## src/rtl/pdvo_pkg.sv

```systemverilog
// Constants, field layouts and carriers of the palette DAC video output
// Function
// Each pixel value leaves the block on an eight-bit bus toward the DAC.
// A pixel clock is driven out and the pixel bus changes in step with it.
// The pixel clock source is one of three video clocks, picked by a field.
// In the 320/360 wide modes the picked clock is halved, else passed as is.
// The palette read strobe is low only for I/O reads of 3C6H, 3C8H, 3C9H.
// The palette write strobe is low only for I/O writes of 3C6H to 3C9H.
// An active-low blank pulse goes to the monitor while display is blanked.
// Horizontal sync has its active level set by the horizontal polarity bit.
// Vertical sync has its active level set by the vertical polarity bit.
// Bit 5 of the fourth extended control register floats the pixel bus.
// Bit 6 of that register floats the blank and both sync outputs.
// Both palette strobes are never low together and rest high when idle.
package pdvo_pkg;

  // ****************************************************
  // Register bus
  // ****************************************************
  localparam int REG_AW = 4;
  localparam int REG_DW = 8;
  localparam logic [REG_AW-1:0] OFS_MISC_OUT = 4'h0;
  localparam logic [REG_AW-1:0] OFS_EXT_CTRL4 = 4'h4;
  localparam logic [REG_AW-1:0] OFS_MODE = 4'h8;
  localparam logic [REG_AW-1:0] OFS_STATUS = 4'hC;

  // ****************************************************
  // Field positions and reset values
  // ****************************************************
  localparam int MISC_CLK_LSB = 2;
  localparam int MISC_HPOL_BIT = 6;
  localparam int MISC_VPOL_BIT = 7;
  localparam int EXT_PIX_TRI_BIT = 5;
  localparam int EXT_CTL_TRI_BIT = 6;
  localparam int MODE_HALF_BIT = 0;
  localparam logic [REG_DW-1:0] MISC_OUT_RST = 8'h00;
  localparam logic [REG_DW-1:0] EXT_CTRL4_RST = 8'h00;
  localparam logic [REG_DW-1:0] MODE_RST = 8'h00;

  // ****************************************************
  // Clock select codes
  // ****************************************************
  localparam logic [1:0] CLK_SEL_A = 2'h0;
  localparam logic [1:0] CLK_SEL_B = 2'h1;
  localparam logic [1:0] CLK_SEL_C = 2'h2;

  // ****************************************************
  // Palette port addresses
  // ****************************************************
  localparam logic [15:0] PAL_MASK_ADDR = 16'h03C6;
  localparam logic [15:0] PAL_RIDX_ADDR = 16'h03C7;
  localparam logic [15:0] PAL_WIDX_ADDR = 16'h03C8;
  localparam logic [15:0] PAL_DATA_ADDR = 16'h03C9;

  // ****************************************************
  // Carriers
  // ****************************************************
  typedef struct packed {
    logic blank;
    logic hsync;
    logic vsync;
  } pdvo_timing_s;

  typedef struct packed {
    logic [15:0] addr;
    logic rd;
    logic wr;
  } pdvo_io_s;

endpackage

```

## src/rtl/pdvo_video_out.sv

```systemverilog
// Pixel bus, pixel clock, sync, blank and palette strobe output logic
//
// The register offsets and strobed register access were decided locally.
`timescale 1ns/1ps
module pdvo_video_out #(
  parameter int PIX_W = 8
) (
  // Clock, reset, enable
  input wire logic i_mclk,
  input wire logic i_resetn,
  input wire logic i_ce,
  // Register port
  input wire logic [pdvo_pkg::REG_AW-1:0] i_reg_addr,
  input wire logic [pdvo_pkg::REG_DW-1:0] i_reg_wdata,
  input wire logic i_reg_wr,
  input wire logic i_reg_rd,
  output logic [pdvo_pkg::REG_DW-1:0] o_reg_rdata,
  // Video clock pins
  input wire logic i_video_clock_in_a,
  input wire logic i_video_clock_in_b,
  input wire logic i_video_clock_in_c,
  // Pixel and timing from display logic
  input wire logic [PIX_W-1:0] i_pixel,
  input wire pdvo_pkg::pdvo_timing_s i_timing,
  output logic o_pixel_take,
  // Host I/O cycle
  input wire pdvo_pkg::pdvo_io_s i_io,
  // DAC side
  output logic [PIX_W-1:0] o_pixel_bus_out,
  output logic o_pixel_oe,
  output logic o_pclk,
  output logic o_palette_read_strobe_n,
  output logic o_palette_write_strobe_n,
  // Monitor side
  output logic o_blank_out_n,
  output logic o_hsync,
  output logic o_vsync,
  output logic o_ctl_oe
);

  // ****************************************************
  // Elaboration checks
  // ****************************************************
  if (PIX_W != 8) begin : g_bad_width
    $error("Pixel width must be eight");
  end

  // ****************************************************
  // Functions
  // ****************************************************
  function automatic logic pal_read_hit(input logic [15:0] a);
    pal_read_hit = (a == pdvo_pkg::PAL_MASK_ADDR) ||
                   (a == pdvo_pkg::PAL_WIDX_ADDR) ||
                   (a == pdvo_pkg::PAL_DATA_ADDR);
  endfunction

  function automatic logic pal_write_hit(input logic [15:0] a);
    pal_write_hit = (a >= pdvo_pkg::PAL_MASK_ADDR) &&
                    (a <= pdvo_pkg::PAL_DATA_ADDR);
  endfunction

  function automatic logic pick_clock(input logic [2:0] lvl,
                                      input logic [1:0] sel);
    case (sel)
      pdvo_pkg::CLK_SEL_B: pick_clock = lvl[1];
      pdvo_pkg::CLK_SEL_C: pick_clock = lvl[2];
      default: pick_clock = lvl[0];
    endcase
  endfunction

  // ****************************************************
  // Registers
  // ****************************************************
  logic [pdvo_pkg::REG_DW-1:0] misc_out;
  logic [pdvo_pkg::REG_DW-1:0] ext_ctrl4;
  logic [pdvo_pkg::REG_DW-1:0] mode;
  logic [pdvo_pkg::REG_DW-1:0] status;
  logic [pdvo_pkg::REG_DW-1:0] next_rdata;

  always_ff @(posedge i_mclk or negedge i_resetn) begin
    if (!i_resetn) begin
      misc_out <= pdvo_pkg::MISC_OUT_RST;
      ext_ctrl4 <= pdvo_pkg::EXT_CTRL4_RST;
      mode <= pdvo_pkg::MODE_RST;
    end else if (i_ce && i_reg_wr) begin
      case (i_reg_addr)
        pdvo_pkg::OFS_MISC_OUT: misc_out <= i_reg_wdata;
        pdvo_pkg::OFS_EXT_CTRL4: ext_ctrl4 <= i_reg_wdata;
        pdvo_pkg::OFS_MODE: mode <= i_reg_wdata;
        default: ;
      endcase
    end
  end

  // Unmapped offsets read as zero
  always_comb begin
    case (i_reg_addr)
      pdvo_pkg::OFS_MISC_OUT: next_rdata = misc_out;
      pdvo_pkg::OFS_EXT_CTRL4: next_rdata = ext_ctrl4;
      pdvo_pkg::OFS_MODE: next_rdata = mode;
      pdvo_pkg::OFS_STATUS: next_rdata = status;
      default: next_rdata = '0;
    endcase
  end

  // Data stand for one cycle only, zero otherwise
  always_ff @(posedge i_mclk or negedge i_resetn) begin
    if (!i_resetn) begin
      o_reg_rdata <= '0;
    end else if (i_ce) begin
      o_reg_rdata <= i_reg_rd ? next_rdata : '0;
    end
  end

  // ****************************************************
  // Field decode
  // ****************************************************
  logic [1:0] clk_sel;
  logic half_mode;
  logic hpol_low;
  logic vpol_low;
  assign clk_sel = misc_out[pdvo_pkg::MISC_CLK_LSB +: 2];
  assign hpol_low = misc_out[pdvo_pkg::MISC_HPOL_BIT];
  assign vpol_low = misc_out[pdvo_pkg::MISC_VPOL_BIT];
  assign half_mode = mode[pdvo_pkg::MODE_HALF_BIT];

  // ****************************************************
  // Video clock synchronisers
  // ****************************************************
  // Pins are asynchronous; a level counts only once stages two and three
  // agree, which filters a single-cycle glitch at the cost of latency.
  logic [2:0] vclk_s1;
  logic [2:0] vclk_s2;
  logic [2:0] vclk_s3;
  logic [2:0] vclk_lvl;

  always_ff @(posedge i_mclk or negedge i_resetn) begin
    if (!i_resetn) begin
      vclk_s1 <= 3'h0;
      vclk_s2 <= 3'h0;
      vclk_s3 <= 3'h0;
    end else if (i_ce) begin
      vclk_s1 <= {i_video_clock_in_c, i_video_clock_in_b,
                  i_video_clock_in_a};
      vclk_s2 <= vclk_s1;
      vclk_s3 <= vclk_s2;
    end
  end

  always_ff @(posedge i_mclk or negedge i_resetn) begin
    if (!i_resetn) begin
      vclk_lvl <= 3'h0;
    end else if (i_ce) begin
      for (int i = 0; i < 3; i++) begin
        if (vclk_s2[i] == vclk_s3[i]) begin
          vclk_lvl[i] <= vclk_s3[i];
        end
      end
    end
  end

  // ****************************************************
  // Pixel clock
  // ****************************************************
  // Only video clocks well below a quarter of the master rate survive sampling.
  logic sel_now;
  logic sel_prev;
  logic sel_rise;
  logic next_pclk;
  logic pclk_fall;

  assign sel_now = pick_clock(vclk_lvl, clk_sel);
  assign sel_rise = sel_now & ~sel_prev;

  always_comb begin
    if (half_mode) begin
      next_pclk = sel_rise ? ~o_pclk : o_pclk;
    end else begin
      next_pclk = sel_now;
    end
  end

  assign pclk_fall = o_pclk & ~next_pclk;

  always_ff @(posedge i_mclk or negedge i_resetn) begin
    if (!i_resetn) begin
      sel_prev <= 1'b0;
      o_pclk <= 1'b0;
    end else if (i_ce) begin
      sel_prev <= sel_now;
      o_pclk <= next_pclk;
    end
  end

  // ****************************************************
  // Pixel bus
  // ****************************************************
  // Loaded on the falling pixel clock so it is settled at the rising edge.
  always_ff @(posedge i_mclk or negedge i_resetn) begin
    if (!i_resetn) begin
      o_pixel_bus_out <= '0;
      o_pixel_take <= 1'b0;
    end else if (i_ce) begin
      o_pixel_take <= pclk_fall;
      if (pclk_fall) begin
        o_pixel_bus_out <= i_pixel;
      end
    end
  end

  // ****************************************************
  // Blank and sync
  // ****************************************************
  always_ff @(posedge i_mclk or negedge i_resetn) begin
    if (!i_resetn) begin
      o_blank_out_n <= 1'b1;
      o_hsync <= 1'b0;
      o_vsync <= 1'b0;
    end else if (i_ce) begin
      o_blank_out_n <= ~i_timing.blank;
      o_hsync <= i_timing.hsync ^ hpol_low;
      o_vsync <= i_timing.vsync ^ vpol_low;
    end
  end

  // ****************************************************
  // Test float enables
  // ****************************************************
  always_ff @(posedge i_mclk or negedge i_resetn) begin
    if (!i_resetn) begin
      o_pixel_oe <= 1'b1;
      o_ctl_oe <= 1'b1;
    end else if (i_ce) begin
      o_pixel_oe <= ~ext_ctrl4[pdvo_pkg::EXT_PIX_TRI_BIT];
      o_ctl_oe <= ~ext_ctrl4[pdvo_pkg::EXT_CTL_TRI_BIT];
    end
  end

  // ****************************************************
  // Palette strobes
  // ****************************************************
  // A cycle showing both read and write is malformed; neither strobe fires.
  logic rd_hit;
  logic wr_hit;
  assign rd_hit = i_io.rd && !i_io.wr && pal_read_hit(i_io.addr);
  assign wr_hit = i_io.wr && !i_io.rd && pal_write_hit(i_io.addr);

  always_ff @(posedge i_mclk or negedge i_resetn) begin
    if (!i_resetn) begin
      o_palette_read_strobe_n <= 1'b1;
      o_palette_write_strobe_n <= 1'b1;
    end else if (i_ce) begin
      o_palette_read_strobe_n <= ~rd_hit;
      o_palette_write_strobe_n <= ~wr_hit;
    end
  end

  // ****************************************************
  // Status
  // ****************************************************
  assign status = {3'h0, o_palette_write_strobe_n, o_palette_read_strobe_n,
                   sel_now, half_mode, o_pclk};
endmodule

```

## config.mk

```make
export PLATFORM = sky130hd
export DESIGN_NAME = pdvo_video_out
export DESIGN_NICKNAME = d
export VERILOG_FILES = /design/src/rtl/pdvo_pkg.sv /design/src/rtl/pdvo_video_out.sv
export SDC_FILE = /design/constraint.sdc
export NUM_CORES = 1
export LEC_CHECK = 0
export BUFFER_PORTS_ARGS = -buffer_cell sky130_fd_sc_hd__buf_2
export CAP_MARGIN = 30
export CORE_MARGIN = 1
export CORE_UTILIZATION = 54
export CTS_BUF_LIST = sky130_fd_sc_hd__clkbuf_8
export DETAILED_ROUTE_END_ITERATION = 16
export GPL_TIMING_DRIVEN = 0
export PLACE_DENSITY = 0.82
export SETUP_SLACK_MARGIN = 0.05
export SKIP_CTS_REPAIR_TIMING = 1
export SLEW_MARGIN = 15
export SYNTH_ARGS = -nofsm -noshare
export SYNTH_HDL_FRONTEND = slang
export SYNTH_SLANG_ARGS = --single-unit
```

## constraint.sdc

```tcl
create_clock -name i_mclk -period 2.1 [get_ports i_mclk]
set_input_delay 0.21 -clock i_mclk [delete_from_list [all_inputs] [get_ports i_mclk]]
set_output_delay 0.21 -clock i_mclk [all_outputs]
set_load 0.02 [all_outputs]
```

-- Yosys cells after proc, flatten, opt, wreduce, memory -nomap -nowiden
Cells that the tools add are included.
- word-level logic and storage cells: 69
- output and inout port bits: 25
- register bits after elaboration: 62
- input port bits: 49
- eq/ne operators: 11
- mux-type cells: 5
- reductions and logical operators: 18
- bitwise gates (word level): 12
- magnitude comparators: 2
- operator list (kind ; count):
    16-bit by 10-bit == test with 1-bit output, second input constant ; 3
    8-bit case mux with 4 select lines ; 1
    16-bit by 10-bit greater-or-equal comparator with 1-bit output, second input constant ; 1
    16-bit by 10-bit <= comparator with 1-bit output, second input constant ; 1
    2-bit AND reduction ; 7
    4-bit == test, second input constant ; 2
    8-bit 2-to-1 mux ; 1
    1-bit inverter ; 8
    1-bit logical AND ; 6
    4-bit by 3-bit == test with 1-bit output, second input constant ; 1
    4-bit logical NOT ; 1
    1-bit == test ; 3
    1-bit bitwise AND ; 2
    2-bit by 1-bit == test with 1-bit output, second input constant ; 1
    2-bit == test, second input constant ; 1
    1-bit logical NOT ; 2
    1-bit logical OR ; 2
    1-bit 2-to-1 mux ; 2
    1-bit case mux with 2 select lines ; 1
    1-bit XOR ; 2

-- Depth between registers and ports, before layout
- depth in word-level cells: 8
- depth in mapped cells: 6

-- Worst setup path before layout
No wires, ideal clock.
- path kind: flip-flop to flip-flop
- start: register misc_out[2] (netlist bit)
- end: register o_pixel_bus_out[0]
- path slack: 182 ps
- arrival: 1794 ps
- buffers on the path: 0
- data required time: 1975 ps
- stages on the path, launching flop included: 7
- period minus slack after synthesis: 1918 ps
- path through: dfrtp_1 > inv_1 > ha_1 > nor2b_1 > nor2_2 > mux2i_4 > mux2_2
- word-level cells in the longest chain between the ends: 8
- elaborated cells between the ends (all ways): 9
- ends and longest elaborated chain (what ; line ; RTL):
    start, declared ; pdvo_video_out.sv:74 ; logic [pdvo_pkg::REG_DW-1:0] misc_out;
    start signal, assigned ; pdvo_video_out.sv:82 ; misc_out <= pdvo_pkg::MISC_OUT_RST;
    start signal, assigned ; pdvo_video_out.sv:87 ; pdvo_pkg::OFS_MISC_OUT: misc_out <= i_reg_wdata;
    2-bit == test / 2-bit by 1-bit == test with 1-bit output (equally long branches) ; pdvo_video_out.sv:64 ; case (sel)
    1-bit case mux with 2 select lines (*) ; pdvo_video_out.sv:64 ;
    1-bit bitwise AND ; pdvo_video_out.sv:173 ; assign sel_rise = sel_now & ~sel_prev;
    1-bit 2-to-1 mux ; pdvo_video_out.sv:177 ; next_pclk = sel_rise ? ~o_pclk : o_pclk;
    1-bit 2-to-1 mux (*) ; pdvo_video_out.sv:176 ; if (half_mode) begin
    1-bit inverter (*) ; pdvo_video_out.sv:183 ; assign pclk_fall = o_pclk & ~next_pclk;
    1-bit bitwise AND (*) ; pdvo_video_out.sv:183 ;
    2-bit AND reduction (no line) (*) ; -- ;
    end signal, assigned ; pdvo_video_out.sv:206 ; o_pixel_bus_out <= i_pixel;
    end, declared ; pdvo_video_out.sv:29 ; output logic [PIX_W-1:0] o_pixel_bus_out,
Every way passes the cells marked *; elsewhere a longest branch is shown, timed or not.
A chain may end at the register's enable or synchronous reset.

-- Worst setup path in the final report
- start: register misc_out[2] (netlist bit)
- end: register o_pixel_bus_out[6]
Same word-level chain as after synthesis.

==> summary.json <==
{
  "status": {"value": "finished, violations left"},
  "violations": {"value": "negative hold slack"},
  "final_max_slew_violation_count": {"value": 0},
  "synthesis.area": {"value": 2740, "unit": "um2"},
  "num_vias": {"value": 1936},
  "final_design_area_no_fill": {"value": 3430, "unit": "um2"},
  "hpwl": {"value": 3.59, "unit": "mm"},
  "p_sw_frac": {"value": 0.293},
  "viasPerCell": {"value": 5.20},
  "wl": {"value": 5.29, "unit": "mm"},
  "post_drt_wl_per_cell": {"value": 14.2, "unit": "um"},
  "utilization": {"value": 0.717},
  "netlist-cell-type-count": {"value": 32},
  "grt_first_pass_wirelength": {"value": 8.49, "unit": "mm"},
  "placement.cell_area": {"value": 3190, "unit": "um2"},
  "yosysTopAreaCell": {"value": "sky130_fd_sc_hd__dfrtp_1"},
  "synth_commonest_cells": {"value": "57 x sky130_fd_sc_hd__dfrtp_1, 42 x sky130_fd_sc_hd__mux2_2, 21 x sky130_fd_sc_hd__inv_1"},
  "met3WireLength": {"value": 280, "unit": "um"},
  "max-vdd-ir-drop": {"value": 0.630, "unit": "mV"},
  "tritoncts": {"value": "built"},
  "die_y": {"value": 73.2, "unit": "um"},
  "crit_type": {"value": "flop to flop"},
  "cts_max_level": {"value": 3},
  "dr.pass1.iters": {"value": 4},
  "die-area": {"value": 5360, "unit": "um2"},
  "final_worst_path_period_need": {"value": 2010, "unit": "ps"},
  "diodes": {"value": 0},
  "proportion_of_layout_cells_with_a_drive_suffix_above_1": {"value": 0.495},
  "worst_hold_slack_after_final_layout": {"value": -64.3, "unit": "ps"},
  "detailedRoute.firstIterationViolations": {"value": 86},
  "layout_setup_ws": {"value": 87.3, "unit": "ps"},
  "grt_remaining_overflow": {"value": 0},
  "synth_flop_cell": {"value": "sky130_fd_sc_hd__dfrtp_1"},
  "finalHoldViolCount": {"value": 57},
  "unrepaired_setup_endpoints_after_global_routing": {"value": "false"},
  "route.antenna.remaining_nets": {"value": 0},
  "p_per_area": {"value": 1020, "unit": "nW/um2"},
  "maxSlewHeadroom": {"value": 0.493},
  "clock-skew-final": {"value": 6.99, "unit": "ps"},
  "route.met2.wl": {"value": 2.51, "unit": "mm"},
  "yosysSeqAreaShare": {"value": 0.569},
  "num-nets-final": {"value": 352},
  "flow.area_growth_from_synthesis": {"value": 25.2, "unit": "%"},
  "timing.reg2reg.worst_path_depth": {"value": 7},
  "worst_slew_pin_slew": {"value": 760, "unit": "ps"},
  "initial_antenna_violation_count": {"value": 0},
  "worst_ep_required_time": {"value": 2320, "unit": "ps"},
  "share_seq_of_total_power": {"value": 0.461},
  "synthesis.nets": {"value": 263},
  "number_of_global_route_vias_before_repair": {"value": 1828},
  "pwr-share-clk": {"value": 0.282},
  "met1Wirelength": {"value": 2.40, "unit": "mm"},
  "holdCritPathClass": {"value": "input port to asynchronous set/reset pin"},
  "worst-path-max-fanout": {"value": 9},
  "floorplan.initialDensity": {"value": 0.572},
  "net-switching-power": {"value": 1.03, "unit": "mW"},
  "clk_transition_reported_paths": {"value": 70, "unit": "ps"},
  "cells_taking_the_most_area_after_synthesis": {"value": "sky130_fd_sc_hd__dfrtp_1 52%, sky130_fd_sc_hd__mux2_2 17%, sky130_fd_sc_hd__dfstp_2 4.8%, sky130_fd_sc_hd__mux4_2 3.3%, sky130_fd_sc_hd__inv_1 2.9%"},
  "setup_viol_count_final": {"value": 0},
  "maximum_number_of_pins_on_one_net_before_global_route_repair": {"value": 63},
  "insertion_delay_of_the_later_clocked_pin_in_the_worst_skew_pair": {"value": 330, "unit": "ps"},
  "crit_arrival": {"value": 2230, "unit": "ps"},
  "setup.worst_path.end_class": {"value": "flop"},
  "cts_num_sinks": {"value": 62},
  "most_repeated_cell_in_the_gate_level_netlist_after_synthesis": {"value": "sky130_fd_sc_hd__dfrtp_1"},
  "synth.ff_latch_count": {"value": 62},
  "port-buffer-count": {"value": 73},
  "design_power_total": {"value": 3.52, "unit": "mW"},
  "design.portCount": {"value": 74},
  "fin_tns_setup": {"value": 0, "unit": "ps"},
  "avgSynthCellArea": {"value": 12.9, "unit": "um2"},
  "post_placement_worst_setup_slack": {"value": -55.8, "unit": "ps"},
  "core_area": {"value": 4790, "unit": "um2"},
  "synth_cells": {"value": 212},
  "count_of_placed_standard_cells_including_taps": {"value": 352},
  "startpoint_type": {"value": "flop"},
  "number_of_flops_mapped_to_enable_cells_by_yosys": {"value": 0},
  "gpl.final_weighted_congestion": {"value": 0.735},
  "timing.final.crit_share": {"value": 0.958},
  "die_w": {"value": 73.2, "unit": "um"},
  "internal-power": {"value": 2.48, "unit": "mW"},
  "power_leakage": {"value": 1.67, "unit": "nW"},
  "clock-root-buffer": {"value": "sky130_fd_sc_hd__clkbuf_8"},
  "maximum_frequency_from_static_timing_analysis": {"value": 0.497, "unit": "GHz"},
  "ys_async_sr_fraction": {"value": 1.00},
  "drv_cap": {"value": 0},
  "route.top_layer_used": {"value": "met4"},
  "cts_buffer_depth": {"value": 2},
  "tritoncts.num_buffers": {"value": 9},
  "drt_drc_violations_left": {"value": 0},
  "yosys_warnings": {"value": 0},
  "grtUsageTotal": {"value": 0.219},
  "fin_cells": {"value": 372},
  "combinationalPowerShare": {"value": 0.256},
  "netlist.area_leader.share": {"value": 0.521},
  "num_rows": {"value": 25}
}
==> metal layers <==
layer,up-vias,global-route usage
li1,923,-
met1,944,0.286
met2,59,0.336
met3,10,0.0704
met4,0,0.0937
met5,-,0
==> flip-flops by register name, summed over array words and instances, names as in the netlist, 3 cells and up <==
register,count
ext_ctrl4,8
misc_out,8
mode,8
o_pixel_bus_out,8
o_reg_rdata,8
vclk_lvl,3
vclk_s1,3
vclk_s2,3
vclk_s3,3
==> final timing paths <==
path | endpoint | slack (ps) | start
max | o_pixel_bus_out[6] | 90 | misc_out[2]
min | vclk_s1[2] | -60 | i_resetn
max reg2reg | o_pixel_bus_out[6] | 90 | misc_out[2]
min reg2reg | o_ctl_oe | 450 | ext_ctrl4[6]
max in group asynchronous | misc_out[1] | 1650 | i_resetn
min in group i_mclk | o_blank_out_n | 10 | i_timing[2]
==> worst max-delay path, stage by stage (launching register included) <==
cell and delay (ps):
sky130_fd_sc_hd__dfrtp_1 390, sky130_fd_sc_hd__inv_1 60, sky130_fd_sc_hd__ha_1 310, sky130_fd_sc_hd__nor2b_1 160, sky130_fd_sc_hd__nor2_2 210, sky130_fd_sc_hd__mux2i_4 290, sky130_fd_sc_hd__buf_12 150, sky130_fd_sc_hd__mux2_2 330
==> layout by cell type, fill, tap and decap left out, types with 3 or more instances in the layout <==
cell | Yosys | routed
sky130_fd_sc_hd__o22ai_1 | 8 | 8
sky130_fd_sc_hd__nor2_1 | 12 | 12
sky130_fd_sc_hd__inv_1 | 21 | 22
sky130_fd_sc_hd__a21oi_1 | 12 | 12
sky130_fd_sc_hd__mux2i_1 | 7 | 7
sky130_fd_sc_hd__buf_4 | 0 | 5
sky130_fd_sc_hd__buf_2 | 4 | 76
sky130_fd_sc_hd__dfrtp_1 | 57 | 57
sky130_fd_sc_hd__dfstp_2 | 5 | 5
sky130_fd_sc_hd__a31oi_1 | 3 | 3
sky130_fd_sc_hd__mux2_2 | 42 | 42
sky130_fd_sc_hd__buf_1 | 3 | 3
sky130_fd_sc_hd__nor2b_1 | 5 | 5
sky130_fd_sc_hd__clkbuf_8 | 0 | 10
sky130_fd_sc_hd__o21ai_0 | 3 | 3
sky130_fd_sc_hd__mux4_2 | 4 | 4
sky130_fd_sc_hd__nand2b_1 | 4 | 4
==> power groups by stage <==
| stage | Sequential, mW | Clock [mW] | Combinational, mW |
|---|---|---|---|
| after global placement | 1.63 | 0 | 0.831 |
| after detailed placement | 1.64 | 0 | 0.859 |
| after global routing | 1.65 | 1.06 | 0.979 |
| after floorplan | 1.76 | 0 | 0.443 |
| after CTS | 1.62 | 1.02 | 0.861 |
| final | 1.62 | 0.993 | 0.901 |
==> layout make-up <==
type                            instances  area (um2)
Sequential cell                        62        1560
Fill cell                             354        1360
Multi-Input combinational cell        122        1070
Timing Repair Buffer                   78         418
Clock buffer                           10         138
Tap cell                               67        83.8
Inverter                               21        78.8
Clock inverter                          5        51.3
Buffer                                  7        31.3
==> logic make-up (layout without fill, tap and decap cells) <==
kind of cell / count (synthesis) / count (layout) / synth area share
flip-flops: 62 / 62 / 0.569
adder cells (fa/ha/maj): 2 / 2 / 0.00914
AO/OA/AOI/OAI: 30 / 30 / 0.0685
AND/OR/NAND/NOR: 34 / 34 / 0.0676
XOR/XNOR: 2 / 2 / 0.00640
multiplexers: 54 / 54 / 0.239
buffers and inverters: 28 / 121 / 0.0402
No activity file was read; power rests on OpenSTA's default activity.
